### src/slpio_pkg.sv
// Package of register addresses, reset values and mode codes for the shared LCD I/O ports.
package slpio_pkg;

	// ------------------------------------------------------------
	// Register indices; the byte address is four times the index
	// ------------------------------------------------------------
	localparam logic [15:0] IDX_P6_LATCH = 16'hffd9;
	localparam logic [15:0] IDX_P6_DIR = 16'hffe9;
	localparam logic [15:0] IDX_P6_PULLUP = 16'hffe3;
	localparam logic [15:0] IDX_P7_LATCH = 16'hffda;
	localparam logic [15:0] IDX_P7_DIR = 16'hffea;
	localparam logic [15:0] IDX_LCD_CTRL = 16'hffc0;

	// ------------------------------------------------------------
	// Byte addresses on the APB
	// ------------------------------------------------------------
	localparam logic [31:0] ADDR_P6_LATCH = {14'h0000, IDX_P6_LATCH, 2'h0};
	localparam logic [31:0] ADDR_P6_DIR = {14'h0000, IDX_P6_DIR, 2'h0};
	localparam logic [31:0] ADDR_P6_PULLUP = {14'h0000, IDX_P6_PULLUP, 2'h0};
	localparam logic [31:0] ADDR_P7_LATCH = {14'h0000, IDX_P7_LATCH, 2'h0};
	localparam logic [31:0] ADDR_P7_DIR = {14'h0000, IDX_P7_DIR, 2'h0};
	localparam logic [31:0] ADDR_LCD_CTRL = {14'h0000, IDX_LCD_CTRL, 2'h0};

	// ------------------------------------------------------------
	// Reset values and fixed read values
	// ------------------------------------------------------------
	localparam logic [7:0] RST_LATCH = 8'h00;
	localparam logic [7:0] RST_DIR = 8'h00;
	localparam logic [7:0] RST_PULLUP = 8'h00;
	localparam logic [3:0] RST_SHARE = 4'h0;
	localparam logic [7:0] DIR_READ_VALUE = 8'hff;

	// ------------------------------------------------------------
	// Field of the segment-share select inside the LCD control word
	// ------------------------------------------------------------
	localparam int SHARE_LSB = 0;
	localparam int SHARE_W = 4;

	// ------------------------------------------------------------
	// Power mode codes presented by the system controller
	// ------------------------------------------------------------
	localparam logic [2:0] PM_ACTIVE = 3'h0;
	localparam logic [2:0] PM_SUBACTIVE = 3'h1;
	localparam logic [2:0] PM_SLEEP = 3'h2;
	localparam logic [2:0] PM_SUBSLEEP = 3'h3;
	localparam logic [2:0] PM_WATCH = 3'h4;
	localparam logic [2:0] PM_STANDBY = 3'h5;

endpackage

### src/slpio_top.sv
// Shared LCD I/O ports: APB register file, segment sharing and pin drive.
//
// Functional notes
// - First port high nibble: 011x/1xxx select segments.
// - First port low nibble: 0111/1xxx select segments.
// - Second port high nibble: 01xx/1xxx select segments.
// - Second port low nibble: 0101/011x/1xxx select segments.
// - First port: hi-Z reset, standby hi-Z except pull-up pins, hold, else run.
// - First port standby with pull-up drives high.
// - Second port: hi-Z reset/standby, hold, else run.
// - Pull-up on only when direction 0, control 1.
// - First port pull-ups disabled after reset.
// - Second port read, output bit returns latch.
// - Second port read, input bit returns pin.
// - Second port latch resets to zero.
// - Direction bit 1 output, 0 input.
// - Direction and latch act only in I/O mode; direction gates the pull-up in segment mode too.
// - Second port direction write-only, reads ones.
// - Second port direction resets to zero.
// - Two ports of eight independent pins each.
// - First port read: latch if output, else pin.
// - First port direction write-only, reads ones, resets zero.
// - First port pull-up control readable, resets zero.

// ------------------------------------------------------------
// Pin bank: one port of pins with its drive and hold logic
// ------------------------------------------------------------
module slpio_pin_bank #(
	parameter int W = 8,
	parameter bit HAS_PULLUP = 1'b0
) (
	input wire logic clk,
	input wire logic rst_n,
	input wire logic [2:0] mode,
	input wire logic share_hi,
	input wire logic share_lo,
	input wire logic [W-1:0] lcd_in,
	input wire logic [W-1:0] latch,
	input wire logic [W-1:0] dir,
	input wire logic [W-1:0] pu_ctrl,
	output logic [W-1:0] pin_out,
	output logic [W-1:0] pin_oe_n,
	output logic [W-1:0] pu_on
);

	logic [W-1:0] share_mask;
	logic [W-1:0] func_out;
	logic [W-1:0] func_oe_n;
	logic [W-1:0] pu_want;
	logic [W-1:0] next_out;
	logic [W-1:0] next_oe_n;
	logic [W-1:0] next_pu;
	logic in_standby;
	logic in_hold;

	// Segment selection is made per nibble of the bank.
	assign share_mask = {{(W/2){share_hi}}, {(W/2){share_lo}}};

	assign pu_want = HAS_PULLUP ? (pu_ctrl & ~dir) : '0;

	// latch and direction only in I/O mode.
	assign func_out = (share_mask & lcd_in) | (~share_mask & latch);
	assign func_oe_n = ~(share_mask | dir);

	assign in_standby = (mode == slpio_pkg::PM_STANDBY);
	assign in_hold = (mode == slpio_pkg::PM_SLEEP) | (mode == slpio_pkg::PM_SUBSLEEP) |
		(mode == slpio_pkg::PM_WATCH);

	// The pin state per power mode. Unknown codes are treated as running, so
	// a glitching mode bus can never freeze the pins silently.
	always_comb
	begin
		next_out = func_out;
		next_oe_n = func_oe_n;
		next_pu = pu_want;
		case (1'b1)
			in_standby:
			begin
				next_out = pu_want;
				next_oe_n = ~pu_want;
				next_pu = pu_want;
			end
			in_hold:
			begin
				next_out = pin_out;
				next_oe_n = pin_oe_n;
				next_pu = pu_on;
			end
			default:
			begin
				next_out = func_out;
				next_oe_n = func_oe_n;
				next_pu = pu_want;
			end
		endcase
	end

	always_ff @(posedge clk or negedge rst_n)
	begin
		if (!rst_n)
		begin
			pin_out <= '0;
			pin_oe_n <= '1;
			pu_on <= '0;
		end
		else
		begin
			pin_out <= next_out;
			pin_oe_n <= next_oe_n;
			pu_on <= next_pu;
		end
	end

endmodule

// ------------------------------------------------------------
// Top level: APB slave with both ports
// ------------------------------------------------------------
module slpio_top #(
	parameter int PORT_W = 8
) (
	input wire logic pclk,
	input wire logic presetn,
	input wire logic psel,
	input wire logic penable,
	input wire logic pwrite,
	input wire logic [31:0] paddr,
	input wire logic [31:0] pwdata,
	input wire logic [3:0] pstrb,
	output logic [31:0] prdata,
	output logic pready,
	output logic pslverr,
	input wire logic [2:0] power_mode,
	input wire logic [2*PORT_W-1:0] lcd_drive_out,
	input wire logic [PORT_W-1:0] first_port_pin_in,
	output logic [PORT_W-1:0] first_port_pin_out,
	output logic [PORT_W-1:0] first_port_pin_oe_n,
	output logic [PORT_W-1:0] first_port_pullup_on,
	input wire logic [PORT_W-1:0] second_port_pin_in,
	output logic [PORT_W-1:0] second_port_pin_out,
	output logic [PORT_W-1:0] second_port_pin_oe_n
);

	// each port keeps its own latch and direction bits.
	logic [PORT_W-1:0] port6_output_latch;
	logic [PORT_W-1:0] port6_direction;
	logic [PORT_W-1:0] port6_pullup_enable;
	logic [PORT_W-1:0] port7_output_latch;
	logic [PORT_W-1:0] port7_direction;
	logic [slpio_pkg::SHARE_W-1:0] lcd_pin_share_select;

	// ------------------------------------------------------------
	// Address decode
	// ------------------------------------------------------------
	wire hit_p6_latch = (paddr == slpio_pkg::ADDR_P6_LATCH);
	wire hit_p6_dir = (paddr == slpio_pkg::ADDR_P6_DIR);
	wire hit_p6_pu = (paddr == slpio_pkg::ADDR_P6_PULLUP);
	wire hit_p7_latch = (paddr == slpio_pkg::ADDR_P7_LATCH);
	wire hit_p7_dir = (paddr == slpio_pkg::ADDR_P7_DIR);
	wire hit_lcd = (paddr == slpio_pkg::ADDR_LCD_CTRL);
	wire hit_any = hit_p6_latch | hit_p6_dir | hit_p6_pu | hit_p7_latch | hit_p7_dir | hit_lcd;

	// One wait state: the first access cycle captures read data, the second
	// completes. This keeps prdata a flop at the cost of one cycle per access.
	wire access = psel & penable;
	wire first_cycle = access & ~pready;

	// writes land at the completing edge.
	wire wr_ok = access & pready & pwrite & pstrb[0] & hit_any;
	wire wr_p6_latch = wr_ok & hit_p6_latch;
	wire wr_p6_dir = wr_ok & hit_p6_dir;
	wire wr_p6_pu = wr_ok & hit_p6_pu;
	wire wr_p7_latch = wr_ok & hit_p7_latch;
	wire wr_p7_dir = wr_ok & hit_p7_dir;
	wire wr_lcd = wr_ok & hit_lcd;
	wire [PORT_W-1:0] wr_byte = pwdata[PORT_W-1:0];

	// ------------------------------------------------------------
	// Read selection
	// ------------------------------------------------------------
	// first port read mixes latch and pin.
	wire [PORT_W-1:0] rd_p6 = (port6_direction & port6_output_latch) |
		(~port6_direction & first_port_pin_in);
	wire [PORT_W-1:0] rd_p7 = (port7_direction & port7_output_latch) |
		(~port7_direction & second_port_pin_in);
	wire [PORT_W-1:0] rd_dir = slpio_pkg::DIR_READ_VALUE;
	wire [PORT_W-1:0] rd_lcd = {{(PORT_W-slpio_pkg::SHARE_W){1'b0}}, lcd_pin_share_select};
	wire [PORT_W-1:0] rd_sel = hit_p6_latch ? rd_p6 :
		(hit_p6_dir | hit_p7_dir) ? rd_dir :
		hit_p6_pu ? port6_pullup_enable :
		hit_p7_latch ? rd_p7 :
		hit_lcd ? rd_lcd : '0;
	wire [31:0] next_rdata = pwrite ? 32'h00000000 : {{(32-PORT_W){1'b0}}, rd_sel};

	// ------------------------------------------------------------
	// APB response
	// ------------------------------------------------------------
	// The answer flops; an unmapped address completes with an error.
	always_ff @(posedge pclk or negedge presetn)
	begin
		if (!presetn)
		begin
			pready <= 1'b0;
			prdata <= 32'h00000000;
			pslverr <= 1'b0;
		end
		else
		begin
			pready <= first_cycle;
			if (first_cycle)
			begin
				prdata <= next_rdata;
				pslverr <= ~hit_any;
			end
		end
	end

	// ------------------------------------------------------------
	// First port registers
	// ------------------------------------------------------------
	// Output latch of the first port.
	always_ff @(posedge pclk or negedge presetn)
	begin
		if (!presetn)
			port6_output_latch <= slpio_pkg::RST_LATCH;
		else if (wr_p6_latch)
			port6_output_latch <= wr_byte;
	end

	always_ff @(posedge pclk or negedge presetn)
	begin
		if (!presetn)
			port6_direction <= slpio_pkg::RST_DIR;
		else if (wr_p6_dir)
			port6_direction <= wr_byte;
	end

	always_ff @(posedge pclk or negedge presetn)
	begin
		if (!presetn)
			port6_pullup_enable <= slpio_pkg::RST_PULLUP;
		else if (wr_p6_pu)
			port6_pullup_enable <= wr_byte;
	end

	// ------------------------------------------------------------
	// Second port registers
	// ------------------------------------------------------------
	// latch clears at reset.
	always_ff @(posedge pclk or negedge presetn)
	begin
		if (!presetn)
			port7_output_latch <= slpio_pkg::RST_LATCH;
		else if (wr_p7_latch)
			port7_output_latch <= wr_byte;
	end

	always_ff @(posedge pclk or negedge presetn)
	begin
		if (!presetn)
			port7_direction <= slpio_pkg::RST_DIR;
		else if (wr_p7_dir)
			port7_direction <= wr_byte;
	end

	// ------------------------------------------------------------
	// LCD port control
	// ------------------------------------------------------------
	// Segment-share select; other fields of the LCD controller live elsewhere.
	always_ff @(posedge pclk or negedge presetn)
	begin
		if (!presetn)
			lcd_pin_share_select <= slpio_pkg::RST_SHARE;
		else if (wr_lcd)
			lcd_pin_share_select <= wr_byte[slpio_pkg::SHARE_LSB +: slpio_pkg::SHARE_W];
	end

	// ------------------------------------------------------------
	// Segment-share decode per nibble
	// ------------------------------------------------------------
	wire [3:0] ss = lcd_pin_share_select;
	wire seg6_hi = ss[3] | (ss[2] & ss[1]);
	wire seg6_lo = ss[3] | (ss == 4'h7);
	wire seg7_hi = ss[3] | ss[2];
	wire seg7_lo = ss[3] | (ss[2] & (ss[1] | ss[0]));

	// ------------------------------------------------------------
	// Pin banks
	// ------------------------------------------------------------
	// First port carries pull-ups; its segments are the low half of the bus.
	slpio_pin_bank #(
		.W(PORT_W),
		.HAS_PULLUP(1'b1)
	) u_first_bank (
		.clk(pclk),
		.rst_n(presetn),
		.mode(power_mode),
		.share_hi(seg6_hi),
		.share_lo(seg6_lo),
		.lcd_in(lcd_drive_out[PORT_W-1:0]),
		.latch(port6_output_latch),
		.dir(port6_direction),
		.pu_ctrl(port6_pullup_enable),
		.pin_out(first_port_pin_out),
		.pin_oe_n(first_port_pin_oe_n),
		.pu_on(first_port_pullup_on)
	);

	// Second port has no pull-ups, so its bank keeps the pull-up path tied off.
	slpio_pin_bank #(
		.W(PORT_W),
		.HAS_PULLUP(1'b0)
	) u_second_bank (
		.clk(pclk),
		.rst_n(presetn),
		.mode(power_mode),
		.share_hi(seg7_hi),
		.share_lo(seg7_lo),
		.lcd_in(lcd_drive_out[2*PORT_W-1:PORT_W]),
		.latch(port7_output_latch),
		.dir(port7_direction),
		.pu_ctrl({PORT_W{1'b0}}),
		.pin_out(second_port_pin_out),
		.pin_oe_n(second_port_pin_oe_n),
		.pu_on()
	);

endmodule

### config.mk
export PLATFORM = sky130hd
export DESIGN_NAME = slpio_top
export DESIGN_NICKNAME = d
export VERILOG_FILES = /design/src/slpio_pkg.sv /design/src/slpio_top.sv
export SDC_FILE = /design/constraint.sdc
export NUM_CORES = 1
export LEC_CHECK = 0
export BUFFER_PORTS_ARGS = -buffer_cell sky130_fd_sc_hd__buf_2
export CORE_MARGIN = 4
export CORE_UTILIZATION = 54
export DETAILED_ROUTE_END_ITERATION = 7
export GPL_TIMING_DRIVEN = 0
export HOLD_SLACK_MARGIN = 0.15
export PLACE_DENSITY = 0.86
export SKIP_CTS_REPAIR_TIMING = 1
export SYNTH_ARGS = -nofsm -noshare
export SYNTH_HDL_FRONTEND = slang
export SYNTH_SLANG_ARGS = --single-unit
### constraint.sdc
create_clock -name pclk -period 3.6 [get_ports pclk]
set_input_delay 0 -clock pclk [delete_from_list [all_inputs] [get_ports pclk]]
set_output_delay 0 -clock pclk [all_outputs]
set_load 0.05 [all_outputs]
After elaboration in Yosys (flattened, before gate mapping)
Cells that the tools add are included.
{"block": "totals", "reg_bits": 118, "inputBits": 108, "wordCells": 93}
{"block": "op_classes", "n_eq_ne": 12, "muxes": 16, "bitwise_logic": 51}
{"op": "$eq 32x18->1 const B", "count": 6}
{"op": "$mux 8", "count": 15}
{"op": "$and 8x8->8", "count": 9}
{"op": "$not 8->8", "count": 7}
{"op": "$or 8x8->8", "count": 6}
{"op": "$and 1x1->1", "count": 14}
{"op": "$or 1x1->1", "count": 13}
{"op": "$eq 3x2->1 const B", "count": 2}
{"op": "$eq 3x3->1 const B", "count": 2}
{"op": "$eq 4x3->1 const B", "count": 1}
{"op": "$mux 4", "count": 1}
{"op": "$ne 2x1->1 const B", "count": 1}
{"op": "$not 1->1", "count": 2}

Logic depth before layout (Yosys ltp)
Gate-level depths: netlist of the first run.
{"block": "logic_depth", "depth_word": 8, "mapped_depth": 7, "depth_no_buf": 4}

Modules after synthesis
From an unflattened synthesis of the first run, not the netlist that was laid out.
{"block": "unflattened", "hier_cells": 467, "hier_area_um2": 5461.5}
{"module": "slpio_top", "n_inst": 1, "cells_per_inst": 250, "area_per_inst_um2": 3156.8, "seq_area_each_um2": 1351.3}
{"module": "slpio_pin_bank at u_first_bank", "n_inst": 1, "cells_per_inst": 118, "area_per_inst_um2": 1311.3, "seq_area_each_um2": 610.6}
{"module": "slpio_pin_bank at u_second_bank", "n_inst": 1, "cells_per_inst": 99, "area_per_inst_um2": 993.5, "seq_area_each_um2": 410.4}

Worst setup path before layout of the first run
OpenSTA, ideal clock, no wires.
{"block": "synth_path", "kind": "reg2reg", "from": "register pready", "to": "register port6_direction[0]", "setup_time_ns": 0.125, "arrival_time_ns": 2.102, "t_required_ns": 3.475, "path_slack_ns": 1.373, "path_stages_with_launch": 5, "path_cell_list": "dfrtp_1 and4_1 nand4_2 nor4_4 mux2_2"}
{"block": "synth_via", "elab_chain_cells": 5}
{"element": "start: declaration", "line_no": "slpio_top.sv:131", "text": "output logic pready,"}
{"element": "start signal: assignment", "line_no": "slpio_top.sv:209", "text": "pready <= first_cycle;"}
{"element": "$and 1x1->1 (4 in series)", "line_no": "slpio_top.sv:169", "text": "wire wr_ok = access & pready & pwrite & pstrb[0] & hit_any;"}
{"element": "$and 1x1->1", "line_no": "slpio_top.sv:171", "text": "wire wr_p6_dir = wr_ok & hit_p6_dir;"}
{"element": "end signal: assignment", "line_no": "slpio_top.sv:233", "text": "port6_direction <= slpio_pkg::RST_DIR;"}
{"element": "end signal: assignment", "line_no": "slpio_top.sv:235", "text": "port6_direction <= wr_byte;"}
{"element": "end: declaration", "line_no": "slpio_top.sv:146", "text": "logic [PORT_W-1:0] port6_direction;"}
Every way passes these cells.
A chain may end at the register's enable or synchronous reset.

Worst setup path after layout of the first run
{"block": "layout_path", "from": "register lcd_pin_share_select[3] (netlist name)", "to": "register u_second_bank.pin_oe_n[3]"}
{"block": "layout_via", "elab_chain_cells": 5}
{"element": "start: declaration", "line_no": "slpio_top.sv:150", "text": "logic [slpio_pkg::SHARE_W-1:0] lcd_pin_share_select;"}
{"element": "start signal: assignment", "line_no": "slpio_top.sv:273", "text": "lcd_pin_share_select <= slpio_pkg::RST_SHARE;"}
{"element": "start signal: assignment", "line_no": "slpio_top.sv:275", "text": "lcd_pin_share_select <= wr_byte[slpio_pkg::SHARE_LSB +: slpio_pkg::SHARE_W];"}
{"element": "$or 1x1->1", "line_no": "slpio_top.sv:285", "text": "wire seg7_lo = ss[3] | (ss[2] & (ss[1] | ss[0]));"}
{"element": "$or 8x8->8", "line_no": "slpio_top.sv:63", "text": "assign func_oe_n = ~(share_mask | dir);"}
{"element": "$not 8->8", "line_no": "slpio_top.sv:63"}
{"element": "$mux 8 (2 in series)", "line_no": "slpio_top.sv:76", "text": "case (1'b1)"}
{"element": "end signal: assignment", "line_no": "slpio_top.sv:109", "text": "pin_oe_n <= next_oe_n;"}
{"element": "end: declaration", "line_no": "slpio_top.sv:42", "text": "output logic [W-1:0] pin_oe_n,"}
Every way passes these cells. The select of a mux whose other input is x is not followed.

==> metrics, run 1 <==
Crit Path Class=reg -> reg; async set-reset flop share out of synthesis=100.0%; Worst-path clk slew=0.10 ns; via/cell ratio=5.977; Die Height=103.7 um; distinct cell type count after synthesis=56; Hold Crit Depth=5; Cell Rows=34; Num CTS Buffers=9; Area Overhead vs Synth=26.78%; CP startpoint kind=flop; cell with the most instances after synthesis=dfrtp_1; Top Ports=182; core area=8806 sq um; Antenna Diode Count=0; worst slew pin tran=0.9225 ns; routability cong.=0.8928; most frequent cells after synthesis=dfrtp_1 (78), mux2_2 (46), nand2_1 (36); clock tree buffer depth=2; PD cells=342.7 nW/um^2; Post-synth EDFFs=0; Max Cap Viol=0; total grt overflow=0; RSZ-0062 raised after global routing=false; Final Hold Viols=0; Synth Flop Type=dfrtp_1; ANT nets after route=0; Worst R2R End=u_second_bank.pin_oe_n[3]$_DFFE_PN1P_; DP HPWL=10.47 mm; reg2reg path depth=5; Nets=735; Synth Area per Inst=11.21 sq um; via count=4423; First DRT Iteration DRCs=299; Req. time, crit path=3.91 ns; min cycle time layout=2.365 ns; final wirelength=14.50 mm; Worst-Skew Late Latency=0.37 ns; Routed WL per cell=19.59 um; register area share after synthesis=48.00%; Final setup viols=0; setup tns final=0 ns; critical path fanouts, max=10; Root Driver=clkbuf_8; crit share post-route=65.70%; CTS Sinks=94; Initial Util=56.12%; yosys warns=0; worst flop-to-flop path startpoint=lcd_pin_share_select[3]$_DFFE_PN0P_; crit path cell chain=clkbuf_1 > a21oi_1 > nand2_1 > o21ai_0 > o21a_1; CTS H-tree depth=3; largest net degree at the start of global routing=53; LEAKAGE=3.110 nW; drc violations=0; type of the worst min-delay path=in -> reg; crit path DAT=2.68 ns; Mapped Cells=441; drt first pass iters=5; Max Clock Freq=422.8 MHz; CP max stage cell=a21oi_1; layout cells sized above 1=39.40%; vias in the first global route=4331; status=finished clean; leading area contributor after synthesis=dfrtp_1; Total Power=2.147 mW; Synth Register Bits=94; gr usage total=25.42%; Crit path max-delay family=compound AO/OA/AOI/OAI gates; CTS tree=built; hold_sp=paddr[25]; Worst Path Buf+Inv=1; Mapped Area=4942 sq um; largest cells by area after synthesis=dfrtp_1 (39%), mux2_2 (10%), dfstp_2 (8.5%); worst reg2reg setup slack=1.23 ns; final clock skew=0.01576 ns; Port Buf Inserts=125; CP max stage delay=0.68 ns; die area=10750 sq um; Final Slew Violations=0; relative slew slack=38.03%; critical path endpoint category=flop; Die W=103.7 um; Max VDD drop=195.7 uV; WHS Endpoint=pslverr$_DFFE_PN0P_; antenna violations before repair=0; Synth top area share=39.49%; global-route wire length before repair=22.15 mm
==> flip-flops by register name, summed over array words and instances (netlist names), 4 cells and up <==
register / count
port6_direction: 8
port6_output_latch: 8
port6_pullup_enable: 8
port7_direction: 8
port7_output_latch: 8
prdata: 8
u_first_bank.pin_oe_n: 8
u_first_bank.pin_out: 8
u_first_bank.pu_on: 8
u_second_bank.pin_oe_n: 8
u_second_bank.pin_out: 8
lcd_pin_share_select: 4
==> final cells by class <==
| cell class | instances | area [sq um] |
|---|---|---|
| fillers | 631 | 2540 |
| multi-input cells | 322 | 2380 |
| flip-flops and latches | 94 | 2372 |
| repair buffers | 152 | 915.9 |
| plain buffers | 47 | 272.8 |
| clock buffers | 14 | 172.7 |
| well taps | 108 | 135.1 |
| clock inverters | 2 | 13.76 |
| inverters | 1 | 3.754 |
==> through the flow <==
step | setup WS [ns] | instance area (sq um) | hold WS, ns | cells | utilization (%)
after floorplan | 1.373 | 5029 | -0.2956 | 464 | -
after global placement | 1.382 | 5789 | 0.2861 | 697 | 65.74
after detailed placement | 1.314 | 5819 | 0.02982 | 698 | 66.08
after CTS | 1.300 | 6006 | -0.3557 | 714 | 68.20
after global routing | 1.161 | 6266 | 0.1556 | 740 | 71.16
final | 1.235 | 6266 | 0.07896 | 740 | 71.16
==> worst register-to-register path, delay by kind of cell (launching register included) <==
kind / cells / cell delay, ns
AO/OA/AOI/OAI: 3 / 1.22
AND/OR/NAND/NOR: 1 / 0.47
flip-flops: 1 / 0.39
buffers and inverters: 1 / 0.25
==> how the worst max path moves through the flow <==
| stage | startpoint | endpoint | slack (ns) | cells after the start |
|---|---|---|---|---|
| finish | lcd_pin_share_select[3]$_DFFE_PN0P_ | u_second_bank.pin_oe_n[3]$_DFFE_PN1P_ | 1.23 | 5 |
| global route | lcd_pin_share_select[3]$_DFFE_PN0P_ | u_second_bank.pin_oe_n[3]$_DFFE_PN1P_ | 1.16 | 5 |
| CTS | lcd_pin_share_select[3]$_DFFE_PN0P_ | u_second_bank.pin_oe_n[3]$_DFFE_PN1P_ | 1.30 | 5 |
| detailed placement | lcd_pin_share_select[3]$_DFFE_PN0P_ | u_second_bank.pin_oe_n[3]$_DFFE_PN1P_ | 1.31 | 5 |
| global placement | paddr[24] | port6_direction[0]$_DFFE_PN0P_ | 1.38 | 5 |
| floorplan | pready$_DFF_PN0_ | port6_direction[0]$_DFFE_PN0P_ | 1.37 | 4 |
==> cells in the final DEF (no fill, tap or decap), types with 2 or more instances in the layout <==
cell type,n
nand3_1,4
nor3_1,6
nor2b_1,6
or4_1,2
dfstp_2,16
o31ai_1,5
or3_1,3
nand4bb_1,2
nand4_2,2
mux2_2,46
o21a_1,4
buf_2,128
o22a_1,12
dfrtp_1,78
o21ai_0,20
a31oi_1,9
o2111ai_1,3
nand2b_1,10
or4b_2,2
a211oi_1,4
a22oi_1,10
a21oi_1,10
a2111oi_0,2
xnor2_1,3
nor2_1,22
mux2i_1,24
buf_4,25
nand2_1,36
or3b_2,2
dlygate4sd3_1,26
clkbuf_1,20
a21boi_0,3
o221ai_1,16
and2_1,2
nor4_4,4
conb_1,24
nor4_1,5
nor3_4,2
clkbuf_8,12
==> layer usage <==
metal	global-route usage, %	share of wire [%]
met1	33.27	39
met2	43.32	50
met3	5.348	8.3
met4	6.458	2.8
met5	0	0
==> where the power goes <==
group	leakage, nW	switching [mW]	internal [mW]
combinational	1.76	0.247	0.120
clock	0.0971	0.380	0.311
sequential	1.25	0.00924	1.08
==> kinds of logic (layout without fill, tap and decap cells) <==
kind of cell,Yosys count,in the layout,share of synthesized area (%)
AO/OA/AOI/OAI,102,102,14.71
XOR/XNOR,4,4,0.7090
buffers and inverters,48,216,5.595
flip-flops,94,94,48.00
multiplexers,71,71,15.57
other,1,24,0.07588
AND/OR/NAND/NOR,121,121,15.34
No activity file was read; power rests on OpenSTA's default activity.
==> run 2, diff against run 1 <==
--- a/config.mk
+++ b/config.mk
@@ -7,11 +7,11 @@
 export LEC_CHECK = 0
 export BUFFER_PORTS_ARGS = -buffer_cell sky130_fd_sc_hd__buf_2
 export CORE_MARGIN = 4
-export CORE_UTILIZATION = 54
+export CORE_UTILIZATION = 50
 export DETAILED_ROUTE_END_ITERATION = 7
 export GPL_TIMING_DRIVEN = 0
 export HOLD_SLACK_MARGIN = 0.15
-export PLACE_DENSITY = 0.86
+export PLACE_DENSITY = 0.81
 export SKIP_CTS_REPAIR_TIMING = 1
 export SYNTH_ARGS = -nofsm -noshare
 export SYNTH_HDL_FRONTEND = slang
==> constraint.sdc (replaced) <==
create_clock -name pclk -period 2.35 [get_ports pclk]
set_input_delay 0 -clock pclk [delete_from_list [all_inputs] [get_ports pclk]]
set_output_delay 0 -clock pclk [all_outputs]
set_load 0.05 [all_outputs]
==> run 2 against run 1 <==
Against the previous run:
- count of clock-buffer cells in the layout shrank 4
- via count decreased by 1.4%
- combinational power rose by 54%
- final cell count rose by 3.8%
- register-to-register slack got worse by 1.1 ns
- first-iteration DRC count down 3.0%
- setup slack lost 1.1 ns
- critical path depth down 1
- sequential share of layout area decreased by 0.37 points
- non-clock buffer count rose by 3
- clock power rose by 44%
- power is 50% higher
- critical path type unchanged
- largest cell class unchanged
- highest routed layer unchanged
==> metrics, run 2 (synthesized netlist as in run 1, its figures left out) <==
crit path cell chain=and4_1 > nand4_2 > nor4_4 > mux2_2; routability cong.=0.9030 (+1.1%); commonest non-fill, non-tap cell in the layout=buf_2; area of placed instances=5851 sq um (+0.54%); critical path endpoint category=flop; layout cells sized above 1=39.69% (+0.29 points); Top Ports=182 (unchanged); Num CTS Buffers=9 (unchanged); Final setup viols=0 (unchanged); CP max stage delay=0.76 ns (+0.08 ns); Crit path max-delay family=simple AND/OR/NAND/NOR gates; Worst R2R End=port6_direction[7]$_DFFE_PN0P_; CP startpoint kind=flop; Nets=738 (+0.41%); Post-Layout Inst Area=6327 sq um (+0.98%); ANT nets after route=0 (unchanged); Die W=107.4 um (+3.6%); Worst Path Buf+Inv=0 (-1); reg2reg path depth=4 (-1); gr usage total=23.11% (-2.3 points); type of the worst min-delay path=in -> async; Routed WL per cell=18.36 um (-6.3%); final clock skew=0.008425 ns (-0.007339 ns); Port Buf Inserts=125 (unchanged); PD cells=510.3 nW/um^2 (+49%); CTS Sinks=94 (unchanged); global-route wire length before repair=21.07 mm (-4.9%); CP max stage cell=nor4_4; core area=9684 sq um (+10%); crit path DAT=2.48 ns (-0.20 ns); via/cell ratio=5.681 (-5.0%); Worst-Skew Late Latency=0.36 ns (about the same); drt first pass iters=5 (unchanged); final std cells w/o fill=768 (+3.8%); final wirelength=14.10 mm (-2.7%); crit share post-route=95.00% (+29 points); LEAKAGE=3.113 nW (about the same); Antenna Diode Count=0 (unchanged); Crit Path Class=reg -> reg; antenna violations before repair=0 (unchanged); via count=4363 (-1.4%); worst flop-to-flop path startpoint=pready$_DFF_PN0_; Worst-path clk slew=0.09 ns (about the same); Final Slew Violations=0 (unchanged); CTS tree=built; vias in the first global route=4252 (-1.8%); CTS H-tree depth=3 (unchanged); relative slew slack=37.77% (-0.26 points); Die Height=107.4 um (+3.6%); worst slew pin tran=0.9264 ns (+0.003915 ns); Max Cap Viol=0 (unchanged); clock tree buffer depth=2 (unchanged); drc violations=0 (unchanged); Max Clock Freq=447.9 MHz (+5.9%); Final Hold Viols=0 (unchanged); most frequent cells in the layout=buf_2 (128), dfrtp_1 (78), mux2_2 (46), nand2_1 (36), dlygate4sd3_1 (29); Root Driver=clkbuf_8; setup tns final=0 ns (unchanged); Req. time, crit path=2.59 ns (-1.32 ns); die area=11540 sq um (+7.4%); Area Overhead vs Synth=28.03%; total grt overflow=0 (unchanged); min cycle time layout=2.233 ns (-0.1326 ns); Cell Rows=36 (+5.9%); critical path fanouts, max=8 (-2); First DRT Iteration DRCs=290 (-3.0%); DP HPWL=10.41 mm (-0.55%); largest net degree at the start of global routing=65 (+23%); RSZ-0062 raised after global routing=false; status=finished clean; Max VDD drop=234.8 uV (+20%); dpl cells=723 (+3.6%); Initial Util=51.03% (-5.1 points); worst reg2reg setup slack=0.12 ns (-1.12 ns)
==> run 2: cell type report <==
class	instances	area, sq um
fill	768	3357
multi-input combinational	322	2384
sequential	94	2372
timing repair buffer	155	945.9
buffer	47	272.8
tap	133	166.4
clock buffer	10	137.6
clock inverter	6	45.04
inverter	1	3.754
==> run 2: stage by stage <==
step           worst slack [ns]  total power [mW]  utilization [%]  hold WS [ns]
2_1_floorplan            0.1231             2.035                -       -0.2956
3_3_place_gp             0.1264             2.201            60.10        0.2885
3_5_place_dp            0.06645             2.218            60.41      -0.03903
4_1_cts                 0.02265             3.196            62.30       -0.4284
5_1_grt                 0.02430             3.332            65.34        0.1625
6_report                 0.1174             3.229            65.34        0.1106
==> run 2: layer usage <==
| layer | track usage [%] | part of all wire, % | up-vias |
|---|---|---|---|
| li1 | - | - | 1983 |
| met1 | 29.93 | 40 | 2093 |
| met2 | 39.05 | 49 | 256 |
| met3 | 4.499 | 8.0 | 31 |
| met4 | 7.574 | 2.4 | 0 |
| met5 | 0 | 0 | - |
==> run 2: worst max path at each step <==
stage	from	end	slack, ns	cells after the start
final	pready$_DFF_PN0_	port6_direction[7]$_DFFE_PN0P_	0.12	4
after global routing	pready$_DFF_PN0_	port6_direction[6]$_DFFE_PN0P_	0.02	4
after CTS	lcd_pin_share_select[3]$_DFFE_PN0P_	u_second_bank.pin_oe_n[1]$_DFFE_PN1P_	0.02	5
after detailed placement	lcd_pin_share_select[3]$_DFFE_PN0P_	u_second_bank.pin_oe_n[1]$_DFFE_PN1P_	0.07	5
after global placement	paddr[24]	port6_direction[0]$_DFFE_PN0P_	0.13	5
after floorplan	pready$_DFF_PN0_	port6_direction[0]$_DFFE_PN0P_	0.12	4
==> run 2: where the power goes <==
| part | total, mW | leakage, nW | switching (mW) | internal [mW] |
|---|---|---|---|---|
| logic | 0.565 | 1.78 | 0.378 | 0.187 |
| registers | 1.67 | 1.25 | 0.0137 | 1.65 |
| clock network | 0.997 | 0.0853 | 0.578 | 0.419 |
==> run 3, diff against run 2 <==
--- a/config.mk
+++ b/config.mk
@@ -9,7 +9,6 @@
 export CORE_MARGIN = 4
 export CORE_UTILIZATION = 50
 export DETAILED_ROUTE_END_ITERATION = 7
-export GPL_TIMING_DRIVEN = 0
 export HOLD_SLACK_MARGIN = 0.15
 export PLACE_DENSITY = 0.81
 export SKIP_CTS_REPAIR_TIMING = 1
==> run 3 against run 2 <==
Against the previous run:
- register-to-register slack gained 0.24 ns
- setup slack gained 0.24 ns
- power down 0.78%
- highest routed layer unchanged
- wire length is 3.2% lower
- final cell count shrank 3.6%
- first-iteration DRC count shrank 7.9%
==> metrics, run 3 (synthesized netlist as in run 1, its figures left out) <==
Final Slew Violations=0 (unchanged); FF+latch area=2372 sq um (unchanged); Die W=107.4 um (unchanged); First DRT Iteration DRCs=267 (-7.9%); commonest non-fill, non-tap cell in the layout=buf_2; Port Buf Inserts=130 (+4.0%); layout cells sized above 1=39.54% (-0.15 points); CP startpoint kind=flop; Area Overhead vs Synth=24.99%; critical path fanouts, max=8 (unchanged); Worst-Skew Late Latency=0.37 ns (about the same); worst slew pin tran=0.8884 ns (-0.03802 ns); largest net degree at the start of global routing=56 (-14%); Antenna Diode Count=0 (unchanged); min cycle time layout=1.989 ns (-0.2431 ns); drc violations=0 (unchanged); critical path endpoint category=flop; final clock skew=0.01429 ns (+0.005863 ns); Final Util=63.79% (-1.6 points); CP max stage delay=0.54 ns (-0.22 ns); relative slew slack=40.58% (+2.8 points); CTS H-tree depth=3 (unchanged); final wirelength=13.65 mm (-3.2%); DP HPWL=10.10 mm (-3.0%); Worst-path clk slew=0.09 ns (about the same); Initial Util=51.03% (unchanged); Routed WL per cell=18.44 um (+0.46%); PD cells=518.6 nW/um^2 (+1.6%); routability cong.=0.8746 (-3.1%); setup tns final=0 ns (unchanged); core area=9684 sq um (unchanged); Crit Path Class=reg -> reg; Nets=710 (-3.8%); global-route wire length before repair=20.70 mm (-1.8%); crit share post-route=84.66% (-10 points); vias in the first global route=4129 (-2.9%); Max Clock Freq=502.6 MHz (+12%); Num CTS Buffers=9 (unchanged); RSZ-0062 raised after global routing=false; Die Height=107.4 um (unchanged); status=finished clean; CP max stage cell=nor3_4; Cell Rows=36 (unchanged); crit path DAT=2.23 ns (-0.25 ns); Max VDD drop=272.3 uV (+16%); Req. time, crit path=2.59 ns (about the same); layout filler cell count=770 (+0.26%); Top Ports=182 (unchanged); multi-input logic area=2380 sq um (-0.16%); most frequent cells in the layout=buf_2 (129), dfrtp_1 (78), mux2_2 (46), nand2_1 (36), dlygate4sd3_1 (30); Worst Path Buf+Inv=0 (unchanged); total grt overflow=0 (unchanged); antenna violations before repair=0 (unchanged); CTS Sinks=94 (unchanged); CTS tree=built; Max Cap Viol=0 (unchanged); Final setup viols=0 (unchanged); drt first pass iters=5 (unchanged); crit path cell chain=and4_1 > nand4_2 > nor3_4 > mux2_2; clock tree buffer depth=2 (unchanged); ANT nets after route=0 (unchanged); Root Driver=clkbuf_8; via/cell ratio=5.765 (+1.5%); via count=4266 (-2.2%); gr usage total=22.97% (-0.14 points); die area=11540 sq um (unchanged); Crit path max-delay family=simple AND/OR/NAND/NOR gates; Final Hold Viols=0 (unchanged); type of the worst min-delay path=in -> reg; LEAKAGE=3.029 nW (-2.7%)
## run 3: power breakdown
part,internal (mW),total (mW),switching (mW)
Sequential,1.65,1.67,0.0143
Combinational,0.162,0.527,0.365
Clock,0.419,1.01,0.590
Total,2.23,3.20,0.970
## run 3: final timing paths
| check | cells past startpoint | to | from | slack [ns] |
|---|---|---|---|---|
| max in group asynchronous | 3 | u_first_bank.pin_oe_n[1]$_DFFE_PN1P_ | presetn | 1.50 |
| worst min register to register | 2 | u_first_bank.pu_on[5]$_DFFE_PN0P_ | u_first_bank.pu_on[5]$_DFFE_PN0P_ | 0.48 |
| worst max register to register | 4 | port6_pullup_enable[6]$_DFFE_PN0P_ | pready$_DFF_PN0_ | 0.36 |
| min in group asynchronous | 2 | u_second_bank.pin_out[0]$_DFFE_PN0P_ | presetn | 0.13 |
| worst max-delay path | 4 | port6_pullup_enable[6]$_DFFE_PN0P_ | pready$_DFF_PN0_ | 0.36 |
| worst min-delay path | 4 | prdata[3]$_DFFE_PN0P_ | first_port_pin_in[3] | 0.1 |
## run 3: per-stage QoR
stage	total power, mW	setup WS, ns	std cells	cell area (sq um)	hold WS (ns)
after floorplan	2.035	0.1231	464	5029	-0.2956
after global placement	2.173	0.3996	694	5693	-0.003894
after detailed placement	2.183	0.3679	694	5693	0.008800
after CTS	3.164	0.3715	710	5877	-0.3828
after global routing	3.310	0.2764	740	6177	0.1543
final	3.203	0.3605	740	6177	0.09832
## run 3: per-layer routing
layer | wire length (um) | vias up | GRT usage, %
li1 | - | 1929 | -
met1 | 5582 | 2099 | 30.42
met2 | 6719 | 204 | 37.98
met3 | 983 | 34 | 3.779
met4 | 362 | 0 | 8.656
met5 | 0 | - | 0
## run 3: worst reg2reg max path, cell delays in order (launching register included)
cell	delay (ns)
dfrtp_1	0.37
and4_1	0.20
nand4_2	0.37
nor3_4	0.54
mux2_2	0.40
## run 3: layout make-up
cell class | count | area share, %
multi-input cells | 322 | 38.53
well taps | 133 | 2.694
clock inverters | 6 | 0.7494
repair buffers | 174 | 17.34
flip-flops and latches | 94 | 38.40
clock buffers | 10 | 2.228
inverters | 1 | 0.06077
